## src/rtl/cms_pkg.sv

```systemverilog
// Package: modes, diagnostic codes and timing constants of the CAN mode supervisor
package cms_pkg;
    typedef enum logic [2:0] {
        CHIP_INIT, CHIP_NORMAL, CHIP_STOP, CHIP_SLEEP, CHIP_RESTART, CHIP_FAILSAFE, CHIP_FLASH
    } cms_chip_mode_type;
    typedef enum logic [1:0] {
        XCVR_OFF, XCVR_WAKE, XCVR_NORMAL, XCVR_RXONLY
    } cms_xcvr_mode_type;
    // Diagnostic codes on the serial diagnostic field
    localparam logic [2:0] DIAG_NONE = 3'h0;
    localparam logic [2:0] DIAG_TXD_GND = 3'h1;
    localparam logic [2:0] DIAG_BUS_CLAMP = 3'h2;
    localparam logic [2:0] DIAG_TXRX_SHORT = 3'h3;
    localparam logic [2:0] DIAG_OVERTEMP = 3'h4;
    localparam logic [2:0] DIAG_RX_RECESSIVE = 3'h5;
    localparam logic [2:0] DIAG_BUS_LINE = 3'h6;
    // Clock and times
    localparam int CLK_MHZ = 250;
    localparam int DOM_TIMEOUT_MIN_NS = 300_000; // 0.3 ms
    localparam int DOM_TIMEOUT_MAX_NS = 1_000_000; // 1.0 ms
    localparam int DOM_TIMEOUT_TYP_NS = 600_000; // 0.6 ms
    localparam int DOM_TIMEOUT_CYC = DOM_TIMEOUT_TYP_NS * CLK_MHZ / 1000;
    localparam int WAKE_FILTER_MIN_NS = 750; // 0.75 us
    localparam int WAKE_FILTER_MAX_NS = 5000; // 5 us
    localparam int WAKE_FILTER_CYC = (WAKE_FILTER_MIN_NS * CLK_MHZ + 999) / 1000;
    localparam int RX_STUCK_EDGES = 8;
endpackage

```

## src/rtl/cms_sync.sv

```systemverilog
// Module: two-flip-flop synchroniser for a pin input
`timescale 1ns/100ps
module cms_sync #(
    parameter logic RESET_VALUE = 1'b1
) (
    input wire logic mclk,
    input wire logic reset,
    input wire logic pinIn,
    output logic syncOut
);
    logic meta_q;
    logic meta_d;
    logic sync_q;
    logic sync_d;

    // Next values; first stage feeds only the second
    always_comb begin
        meta_d = pinIn;
        sync_d = meta_q;
    end

    // Register both stages
    always_ff @(posedge mclk or posedge reset) begin
        if (reset) begin
            meta_q <= RESET_VALUE;
            sync_q <= RESET_VALUE;
        end else begin
            meta_q <= meta_d;
            sync_q <= sync_d;
        end
    end

    assign syncOut = sync_q;
endmodule

```

## src/rtl/cms_dom_timer.sv

```systemverilog
// Module: dominant-level time-out counter with sticky expiry flag
`timescale 1ns/100ps
module cms_dom_timer #(
    parameter int LIMIT = 150000
) (
    input wire logic mclk,
    input wire logic reset,
    input wire logic dominant,
    input wire logic clearFlag,
    output logic expired
);
    localparam int CW = $clog2(LIMIT + 1);
    localparam logic [CW-1:0] LIMIT_C = CW'(LIMIT);
    logic [CW-1:0] count_q;
    logic [CW-1:0] count_d;
    logic flag_q;
    logic flag_d;

    // Restart on every recessive level, saturate at the limit; set wins over clear
    always_comb begin
        count_d = count_q;
        if (!dominant) begin
            count_d = '0;
        end else if (count_q != LIMIT_C) begin
            count_d = count_q + CW'(1);
        end
        flag_d = flag_q;
        if (clearFlag) begin
            flag_d = 1'b0;
        end
        if (dominant && count_q == LIMIT_C) begin
            flag_d = 1'b1;
        end
    end

    // Register state
    always_ff @(posedge mclk or posedge reset) begin
        if (reset) begin
            count_q <= '0;
            flag_q <= 1'b0;
        end else begin
            count_q <= count_d;
            flag_q <= flag_d;
        end
    end

    assign expired = flag_q;
endmodule

```

## src/rtl/cms_supervisor.sv

```systemverilog
// Module: CAN transceiver mode and fault supervisor (top)
`timescale 1ns/100ps
// Summary of operation
// [RULE1] Only transceiver modes allowed in the present chip mode are accepted.
// [RULE2] Automatic transceiver mode changes stay inside the allowed set.
// [RULE3] Leaving normal for sleep or stop switches to the wake receiver; the code selects transceiver off instead unless the wake mode was already selected.
// [RULE4] Wake during a sleep command latches wake, abandons sleep, enters restart.
// [RULE5] Host should select wake-capable before ordering sleep or stop.
// [RULE6] Host must not change transceiver mode in the sleep command frame.
// [RULE7] In sleep with wake-capable, bus wake moves the chip to restart.
// [RULE8] All failures reported by code; TxD time-out reuses the TxD-to-ground code.
// [RULE9] Local failure or bus clamp forces receive-only mode.
// [RULE10] TxD dominant too long stops driving until commanded active again.
// [RULE11] Bus dominant too long flags clamp, receive-only, reports, interrupts.
// [RULE12] TxD-RxD short inhibits transmitter, reports, interrupts until command.
// [RULE13] Host should switch off transceiver supply after a TxD-RxD short.
// [RULE14] Overtemperature disables driver; resume after cooling and a TxD rising edge.
// [RULE15] RxD stuck recessive with bus traffic disables transmitter until command.
// [RULE16] Bus line shorts set the bus-failure flag and interrupt when unmasked.
// [RULE17] Bus line failures never change the transceiver mode.
// [RULE18] Host detects CANH-CANL short by TxD not echoed on RxD.
// [RULE19] Split output enabled in normal and receive-only, else high impedance.
// [RULE20] No own undervoltage detector; regulator status is passed to the host.
// [RULE21] Both dominant time-outs expire between 0.3 ms and 1.0 ms.
// [RULE22] Bus wake needs a dominant phase of at least the wake filter time.
// [RULE23] Receive-only keeps the driver off while RxD follows the bus.
// [RULE24] Transceiver off mode ignores every bus wake-up.
// [RULE25] Time-outs count clock cycles, restart when recessive, hold until cleared.
module cms_supervisor
    import cms_pkg::*;
#(
    parameter int DOM_CYCLES = cms_pkg::DOM_TIMEOUT_CYC,
    parameter int WAKE_CYCLES = cms_pkg::WAKE_FILTER_CYC
) (
    input wire logic mclk,
    input wire logic reset,
    input wire cms_pkg::cms_chip_mode_type chipModeReq,
    input wire logic chipModeWr,
    input wire cms_pkg::cms_xcvr_mode_type xcvrModeReq,
    input wire logic xcvrModeWr,
    input wire logic sleepCmdBusy,
    input wire logic diagAck,
    input wire logic [2:0] intMask,
    input wire logic txdPin,
    input wire logic busRxDominant,
    input wire logic wakeRxDominant,
    input wire logic overTemp,
    input wire logic txRxShort,
    input wire logic busLineFault,
    input wire logic supplyUnderVolt,
    output cms_pkg::cms_chip_mode_type chipMode,
    output cms_pkg::cms_xcvr_mode_type xcvrMode,
    output logic driverEnable,
    output logic txdDominant,
    output logic rxdPin,
    output logic normalRxEnable,
    output logic wakeRxEnable,
    output logic splitEnable,
    output logic wakeFlag,
    output logic busFailFlag,
    output logic [2:0] diagCode,
    output logic intPin_n,
    output logic underVoltStatus
);
    import cms_pkg::*;

    logic txdS, busS, wakeS, otS, shortS, lineS, uvS;
    logic txdTimeout, busClamp;
    logic txdPrev_q, txdPrev_d;
    cms_chip_mode_type chip_q, chip_d;
    cms_xcvr_mode_type xcvr_q, xcvr_d;
    logic wake_q, wake_d, wakeArm_q, wakeArm_d;
    logic [15:0] wakeCnt_q, wakeCnt_d;
    logic txInhibit_q, txInhibit_d, otHold_q, otHold_d;
    logic short_q, short_d, rxStuck_q, rxStuck_d, busFail_q, busFail_d;
    logic [3:0] trafficCnt_q, trafficCnt_d;
    logic busPrev_q, busPrev_d, activeCmd;
    logic drv_q, txd_q, rxd_q, nrx_q, wrx_q, split_q, int_q, uv_q;
    logic [2:0] diag_q, diag_d;
    logic drv_d, rxd_d, int_d, wakeSeen;

    // Pin-level inputs pass two flip-flops before use; TxD idles recessive (high)
    cms_sync #(.RESET_VALUE(1'b1)) uSyncTxd (.mclk(mclk), .reset(reset), .pinIn(txdPin),
        .syncOut(txdS));
    cms_sync #(.RESET_VALUE(1'b0)) uSyncBus (.mclk(mclk), .reset(reset),
        .pinIn(busRxDominant), .syncOut(busS));
    cms_sync #(.RESET_VALUE(1'b0)) uSyncWake (.mclk(mclk), .reset(reset),
        .pinIn(wakeRxDominant), .syncOut(wakeS));
    cms_sync #(.RESET_VALUE(1'b0)) uSyncOt (.mclk(mclk), .reset(reset), .pinIn(overTemp),
        .syncOut(otS));
    cms_sync #(.RESET_VALUE(1'b0)) uSyncShort (.mclk(mclk), .reset(reset),
        .pinIn(txRxShort), .syncOut(shortS));
    cms_sync #(.RESET_VALUE(1'b0)) uSyncLine (.mclk(mclk), .reset(reset),
        .pinIn(busLineFault), .syncOut(lineS));
    cms_sync #(.RESET_VALUE(1'b0)) uSyncUv (.mclk(mclk), .reset(reset),
        .pinIn(supplyUnderVolt), .syncOut(uvS));

    // A host write of normal mode outside init is the command that releases the time-out, short and stuck-RxD latches
    assign activeCmd = xcvrModeWr && xcvrModeReq == XCVR_NORMAL && chip_q != CHIP_INIT;

    // Dominant time-outs in cycles; own TxD dominant is no bus clamp, so the TxD code wins
    cms_dom_timer #(.LIMIT(DOM_CYCLES)) uTxdTimer (.mclk(mclk), .reset(reset),
        .dominant(!txdS), .clearFlag(activeCmd), .expired(txdTimeout)); // [RULE10] [RULE21] [RULE25]
    cms_dom_timer #(.LIMIT(DOM_CYCLES)) uBusTimer (.mclk(mclk), .reset(reset),
        .dominant(busS && txdS), .clearFlag(activeCmd), .expired(busClamp)); // [RULE11] [RULE8]

    // Allowed transceiver modes per chip mode
    function automatic logic modeAllowed(input cms_chip_mode_type c, input cms_xcvr_mode_type x);
        logic ok;
        ok = 1'b0;
        unique case (c)
            CHIP_INIT: ok = (x == XCVR_OFF);
            CHIP_NORMAL: ok = 1'b1;
            CHIP_STOP, CHIP_SLEEP, CHIP_RESTART: ok = (x == XCVR_OFF || x == XCVR_WAKE);
            CHIP_FAILSAFE: ok = (x == XCVR_WAKE);
            CHIP_FLASH: ok = (x == XCVR_NORMAL);
            default: ok = 1'b0;
        endcase
        return ok; // [RULE1]
    endfunction

    // Nearest allowed mode after a chip mode change, keeping the present one where legal
    function automatic cms_xcvr_mode_type fitMode(input cms_chip_mode_type c,
            input cms_xcvr_mode_type x);
        cms_xcvr_mode_type r;
        r = x;
        if (!modeAllowed(c, x)) begin
            unique case (c)
                CHIP_FAILSAFE: r = XCVR_WAKE;
                CHIP_FLASH: r = XCVR_NORMAL;
                default: r = XCVR_OFF;
            endcase
        end
        return r; // [RULE2]
    endfunction

    // Wake filter: dominant on the wake receiver for the filter time, never in off mode
    always_comb begin
        wakeCnt_d = '0;
        if (wakeS && xcvr_q == XCVR_WAKE) begin // [RULE24]
            wakeCnt_d = (wakeCnt_q == 16'(WAKE_CYCLES)) ? wakeCnt_q : wakeCnt_q + 16'h0001;
        end
        wakeSeen = (wakeCnt_q == 16'(WAKE_CYCLES)) && wakeS && xcvr_q == XCVR_WAKE; // [RULE22]
        // Wake-capable must be left and re-entered before a new wake is taken
        wakeArm_d = wakeArm_q;
        if (wakeSeen) begin
            wakeArm_d = 1'b0;
        end else if (xcvr_q != XCVR_WAKE) begin
            wakeArm_d = 1'b1;
        end
        wake_d = wake_q;
        if (diagAck) begin
            wake_d = 1'b0;
        end
        if (wakeSeen && wakeArm_q) begin
            wake_d = 1'b1; // Set wins over clear
        end
    end

    // Chip and transceiver mode sequencing
    always_comb begin
        chip_d = chip_q;
        xcvr_d = xcvr_q;
        if (chipModeWr) begin
            chip_d = chipModeReq;
            // Wake during the sleep order bypasses sleep into restart
            if (chipModeReq == CHIP_SLEEP && (wake_q || (wakeSeen && wakeArm_q))) begin
                chip_d = CHIP_RESTART; // [RULE4]
            end
        end else if (chip_q == CHIP_SLEEP && wakeSeen && wakeArm_q) begin
            chip_d = CHIP_RESTART; // [RULE7]
        end
        if (sleepCmdBusy && wakeSeen && wakeArm_q && chip_q == CHIP_NORMAL) begin
            chip_d = CHIP_RESTART; // [RULE4]
        end
        if (xcvrModeWr && modeAllowed(chip_d, xcvrModeReq)) begin
            xcvr_d = xcvrModeReq; // [RULE1]
        end
        xcvr_d = fitMode(chip_d, xcvr_d); // [RULE2]
        // Local or clamp failure drops to receive-only where that mode exists
        if ((txdTimeout || busClamp || short_q) && xcvr_d == XCVR_NORMAL && !activeCmd
            && chip_d == CHIP_NORMAL) begin
            xcvr_d = XCVR_RXONLY; // [RULE9] [RULE2]
        end
        // Bus line faults deliberately leave the mode alone [RULE17]
    end

    // Fault latches
    always_comb begin
        txdPrev_d = txdS;
        busPrev_d = busS;
        short_d = short_q;
        if (activeCmd) begin
            short_d = 1'b0;
        end
        if (shortS) begin
            short_d = 1'b1; // [RULE12]
        end
        // Overtemperature holds the driver off until cool and a TxD rising edge
        otHold_d = otHold_q;
        if (otS) begin
            otHold_d = 1'b1;
        end else if (otHold_q && txdS && !txdPrev_q) begin
            otHold_d = 1'b0; // [RULE14]
        end
        // Bus edges seen while RxD stays recessive mean a stuck receive path
        trafficCnt_d = trafficCnt_q;
        if (rxd_q == 1'b0 || activeCmd) begin
            trafficCnt_d = '0;
        end else if (busS && !busPrev_q && trafficCnt_q != 4'(RX_STUCK_EDGES)) begin
            trafficCnt_d = trafficCnt_q + 4'h1;
        end
        rxStuck_d = rxStuck_q;
        if (activeCmd) begin
            rxStuck_d = 1'b0;
        end
        if (trafficCnt_q == 4'(RX_STUCK_EDGES)) begin
            rxStuck_d = 1'b1; // [RULE15]
        end
        busFail_d = busFail_q;
        if (diagAck) begin
            busFail_d = 1'b0;
        end
        if (lineS) begin
            busFail_d = 1'b1; // [RULE16]
        end
        txInhibit_d = txdTimeout || short_q || rxStuck_q || otHold_q; // [RULE10] [RULE15]
    end

    // Pin-facing outputs and reporting
    always_comb begin
        drv_d = (xcvr_q == XCVR_NORMAL) && !txInhibit_q && !busClamp; // [RULE23]
        rxd_d = 1'b1;
        if (xcvr_q == XCVR_NORMAL || xcvr_q == XCVR_RXONLY) begin
            rxd_d = !busS; // [RULE23]
        end else if (wake_q) begin
            rxd_d = 1'b0; // Woken node shows a low RxD
        end
        // Priority encoder of the diagnostic field
        if (short_q) begin
            diag_d = DIAG_TXRX_SHORT; // [RULE8]
        end else if (busClamp) begin
            diag_d = DIAG_BUS_CLAMP;
        end else if (txdTimeout) begin
            diag_d = DIAG_TXD_GND; // [RULE8]
        end else if (otHold_q) begin
            diag_d = DIAG_OVERTEMP;
        end else if (rxStuck_q) begin
            diag_d = DIAG_RX_RECESSIVE;
        end else if (busFail_q) begin
            diag_d = DIAG_BUS_LINE;
        end else begin
            diag_d = DIAG_NONE;
        end
        int_d = !((busClamp && !intMask[0]) || (short_q && !intMask[1])
            || (busFail_q && !intMask[2])); // [RULE11] [RULE12] [RULE16]
    end

    // Register every state group
    always_ff @(posedge mclk or posedge reset) begin
        if (reset) begin
            chip_q <= CHIP_INIT;
            xcvr_q <= XCVR_OFF;
            wake_q <= 1'b0;
            wakeArm_q <= 1'b1;
            wakeCnt_q <= '0;
            txdPrev_q <= 1'b1;
            busPrev_q <= 1'b0;
            short_q <= 1'b0;
            otHold_q <= 1'b0;
            trafficCnt_q <= '0;
            rxStuck_q <= 1'b0;
            busFail_q <= 1'b0;
            txInhibit_q <= 1'b0;
            drv_q <= 1'b0;
            txd_q <= 1'b0;
            rxd_q <= 1'b1;
            nrx_q <= 1'b0;
            wrx_q <= 1'b0;
            split_q <= 1'b0;
            diag_q <= DIAG_NONE;
            int_q <= 1'b1;
            uv_q <= 1'b0;
        end else begin
            chip_q <= chip_d;
            xcvr_q <= xcvr_d;
            wake_q <= wake_d;
            wakeArm_q <= wakeArm_d;
            wakeCnt_q <= wakeCnt_d;
            txdPrev_q <= txdPrev_d;
            busPrev_q <= busPrev_d;
            short_q <= short_d;
            otHold_q <= otHold_d;
            trafficCnt_q <= trafficCnt_d;
            rxStuck_q <= rxStuck_d;
            busFail_q <= busFail_d;
            txInhibit_q <= txInhibit_d;
            drv_q <= drv_d;
            txd_q <= drv_d && !txdS;
            rxd_q <= rxd_d;
            nrx_q <= (xcvr_q == XCVR_NORMAL || xcvr_q == XCVR_RXONLY); // [RULE3]
            wrx_q <= (xcvr_q == XCVR_WAKE); // [RULE3]
            split_q <= (xcvr_q == XCVR_NORMAL || xcvr_q == XCVR_RXONLY); // [RULE19]
            diag_q <= diag_d;
            int_q <= int_d;
            uv_q <= uvS; // [RULE20]
        end
    end

    assign chipMode = chip_q;
    assign xcvrMode = xcvr_q;
    assign driverEnable = drv_q;
    assign txdDominant = txd_q;
    assign rxdPin = rxd_q;
    assign normalRxEnable = nrx_q;
    assign wakeRxEnable = wrx_q;
    assign splitEnable = split_q;
    assign wakeFlag = wake_q;
    assign busFailFlag = busFail_q;
    assign diagCode = diag_q;
    assign intPin_n = int_q;
    assign underVoltStatus = uv_q;
endmodule

```

## config.mk

```make
export PLATFORM = sky130hd
export DESIGN_NAME = cms_supervisor
export DESIGN_NICKNAME = d
export VERILOG_FILES = /design/src/rtl/cms_pkg.sv /design/src/rtl/cms_sync.sv /design/src/rtl/cms_dom_timer.sv /design/src/rtl/cms_supervisor.sv
export SDC_FILE = /design/constraint.sdc
export NUM_CORES = 1
export LEC_CHECK = 0
export BUFFER_PORTS_ARGS = -buffer_cell sky130_fd_sc_hd__buf_2
export CORE_ASPECT_RATIO = 1.25
export CORE_MARGIN = 4
export CORE_UTILIZATION = 45
export CTS_CLUSTER_DIAMETER = 150
export DETAILED_ROUTE_END_ITERATION = 10
export SLEW_MARGIN = 20
export SYNTH_ARGS = -nofsm -noshare
export SYNTH_HDL_FRONTEND = slang
export SYNTH_HIERARCHICAL = 1
export SYNTH_SLANG_ARGS = --single-unit
```

## constraint.sdc

```tcl
create_clock -name mclk -period 4 [get_ports mclk]
set_input_delay 0.4 -clock mclk [delete_from_list [all_inputs] [get_ports mclk]]
set_output_delay 0.4 -clock mclk [all_outputs]
set_load 0.1 [all_outputs]
```

==> flow_metrics.py <==
metrics = {
    "synth": {
        "synth.distinct_cells": 62,
        "synth.net_count": 482,
        "synth_top_area_share_pct": 48.50,
        "yosys.area.top_type": "dfrtp_1",
        "synth_edf_count": 0,
        "synth-seq-cells": 96,
        "synth-seq-area-share_pct": 51.90,
        "yosysWarnings": 6,
        "synthCells": 453,
        "ys_top_cells_by_area": "dfrtp_1 49%, xor2_1 4.5%, dfstp_2 3.4%, nor2_1 3.3%, inv_1 3.2%",
        "avgSynthCellArea_sq_um": 10.25,
        "async_reset_ff_share_pct": 100.0,
        "synth_top_flop_cell": "dfrtp_1",
        "synthesis.area_sq_um": 4643,
    },
    "layout": {
        "n_antenna_cell": 0,
        "nNetsFinal": 522,
        "final_cell_mix": "90 x dfrtp_1, 41 x nor2_1, 39 x inv_1, 38 x buf_2, 37 x nand2_1",
        "syn_to_final_growth_pct": 14.23,
        "final_common_cell": "dfrtp_1",
        "drive_above_1_share_pct": 17.47,
    },
    "die": {
        "die_area_sq_um": 12020,
        "ios": 39,
        "die_y_um": 121.6,
        "coreArea_sq_um": 10110,
        "initial_core_util_pct": 45.95,
        "fp-row-count": 41,
        "die_x_um": 98.86,
    },
    "detailed_routing": {
        "routed_wirelength_mm": 9.200,
        "drtPass1Iterations": 4,
        "vias_per_cell": 5.470,
        "vias": 3430,
        "wl_per_cell_um": 14.67,
        "ant_nets": 0,
        "route.detailed.drc": 0,
        "initialDrtViolationCount": 151,
    },
    "timing": {
        "fmax_mhz": 347.2,
        "slew-limit-headroom_pct": 39.31,
        "finalCritPeriodShare_pct": 72.02,
        "setup_viol": 0,
        "maxSlewViolCount": 0,
        "rsz0062_at_grt": "no",
        "final-hold-violation-count": 0,
        "setup_tns_ps": 0,
        "tightest_slew_ps": 909.0,
        "fin_ws_ps": 1119,
        "skew_ps": 9.418,
        "min_period_ps": 2881,
    },
    "clock_tree": {
        "clock-sinks": 96,
        "hold_buffers": 0,
        "cts_tree": "yes",
        "clkTransAtPathRegs_ps": 70,
        "htreeDepth": 3,
        "post-cts-setup-buffer-count": 0,
        "clockBufferDepth": 2,
        "clk_latency_ps": 340,
        "numCtsBuffers": 9,
        "root_buffer": "clkbuf_16",
        "ctsResizeCount": 0,
    },
    "status": {
        "status": "finished clean",
    },
    "setup_path": {
        "required_ps": 4220,
        "critical_path.endpoint_type": "register",
        "critPathMaxFanout": 9,
        "start_kind": "register",
        "worst-setup-path-type": "register to register",
        "arrival_ps": 3100,
    },
    "placed_design": {
        "pre_cts_slack_ps": 1106,
        "dp_hpwl_mm": 6.522,
        "place.gp.congestion": 0.9090,
        "numPortBuffers": 38,
    },
    "job": {
        "max_cap_violations": 0,
    },
    "global_routing": {
        "grt_pass1_vias": 3354,
        "antenna_found_initial": 0,
        "grt_pass1_wl_mm": 15.66,
        "grt_usage_pct": 15.98,
        "grt_max_degree": 45,
        "gr-total-overflow": 0,
    },
    "power": {
        "ir_drop_mv": 0.3147,
        "powerDensity_nw_per_um2": 446.2,
        "p_leak_nw": 2.379,
    },
    "hold_path": {
        "min_path_type": "primary input to async pin",
    },
}
[worst max-delay path: stages, from the launching register on]
cell and delay [ps]:
dfrtp_1 410, inv_1 100, ha_1 140, and3b_1 200, nand4b_4 190, o41ai_2 440
a21oi_2 150, o211a_1 150, or4_4 490, o2111a_1 180, a211oi_1 220, o22ai_1 100
[area by class of cell]
type	count	area, sq um
timing repair buffer	38	190.2
inverter	42	157.7
fill	912	4802
tap	129	161.4
sequential	96	2410
clock buffer	11	242.7
clock inverter	5	103.9
multi-input combinational	306	2038
[power breakdown]
group / internal (mW) / leakage (nW) / switching (mW) / total, mW
clock network: 0.630 / 0.170 / 0.359 / 0.989
registers: 1.02 / 1.24 / 0.0446 / 1.06
logic: 0.0760 / 0.965 / 0.240 / 0.316
total: 1.72 / 2.38 / 0.644 / 2.37
[flip-flops by register name (all words and copies together), names as in the netlist, 2 cells and up]
register and cells:
uBusTimer/count_q 18, chipMode 3, trafficCnt_q 4, uTxdTimer/count_q 18, xcvrMode 2, diagCode 3
wakeCnt_q 16
[routing by layer]
| layer | share of wire, % | global-route usage [%] | routed length (um) | up-vias |
|---|---|---|---|---|
| met5 | 0 | 0 | 0 | - |
| met4 | 2.1 | 6.234 | 191 | 0 |
| met3 | 3.1 | 4.009 | 283 | 18 |
| met2 | 50 | 26.76 | 4592 | 51 |
| met1 | 45 | 19.85 | 4133 | 1693 |
| li1 | - | - | - | 1668 |
[synth_stat cells (all sizes together) (5+ instances only)]
cell type	count
a211oi	5
a21oi	19
and4	9
clkbuf	8
dfrtp	90
dfstp	6
ha	8
inv	42
mux2i	6
nand2	38
nand2b	6
nand3	23
nand3b	5
nand4	14
nor2	41
nor3	8
o21ai	23
or3	18
xnor2	5
xor2	24
[path summary, 6_finish.rpt]
check / startpoint / to / slack [ps] / depth (start not counted)
setup / recovery: wakeCnt_q[0] / xcvrMode[0] / 1120 / 11
hold / removal: reset / uSyncShort/meta_q / 30 / 2
setup reg to reg: wakeCnt_q[0] / xcvrMode[0] / 1120 / 11
hold reg to reg: uSyncOt/meta_q / uSyncOt/syncOut / 350 / 0
max in group asynchronous: reset / trafficCnt_q[1] / 3040 / 2
min in group mclk: txdPin / uSyncTxd/meta_q / 160 / 1
[metrics by stage]
| step | hold slack, ps | cell area [sq um] | power, mW | util, % | instances |
|---|---|---|---|---|---|
| 2_1_floorplan | 141.2 | 4643 | 1.321 | - | 453 |
| 3_3_place_gp | 331.9 | 4957 | 1.389 | 49.05 | 611 |
| 3_5_place_dp | 334.7 | 4957 | 1.398 | 49.05 | 611 |
| 4_1_cts | 28.50 | 5304 | 2.393 | 52.48 | 627 |
| 5_1_grt | 33.49 | 5304 | 2.461 | 52.48 | 627 |
| 6_report | 32.10 | 5304 | 2.366 | 52.48 | 627 |
[cells by family after synthesis]
logic type | Yosys count | synth area share [%]
xor+xnor | 29 | 5.470
simple gates | 188 | 24.12
fa+ha+maj | 8 | 2.156
compound gates | 75 | 10.86
flops | 96 | 51.90
mux | 6 | 1.294
buf+inv | 51 | 4.204
No activity file was read; power rests on OpenSTA's default activity.
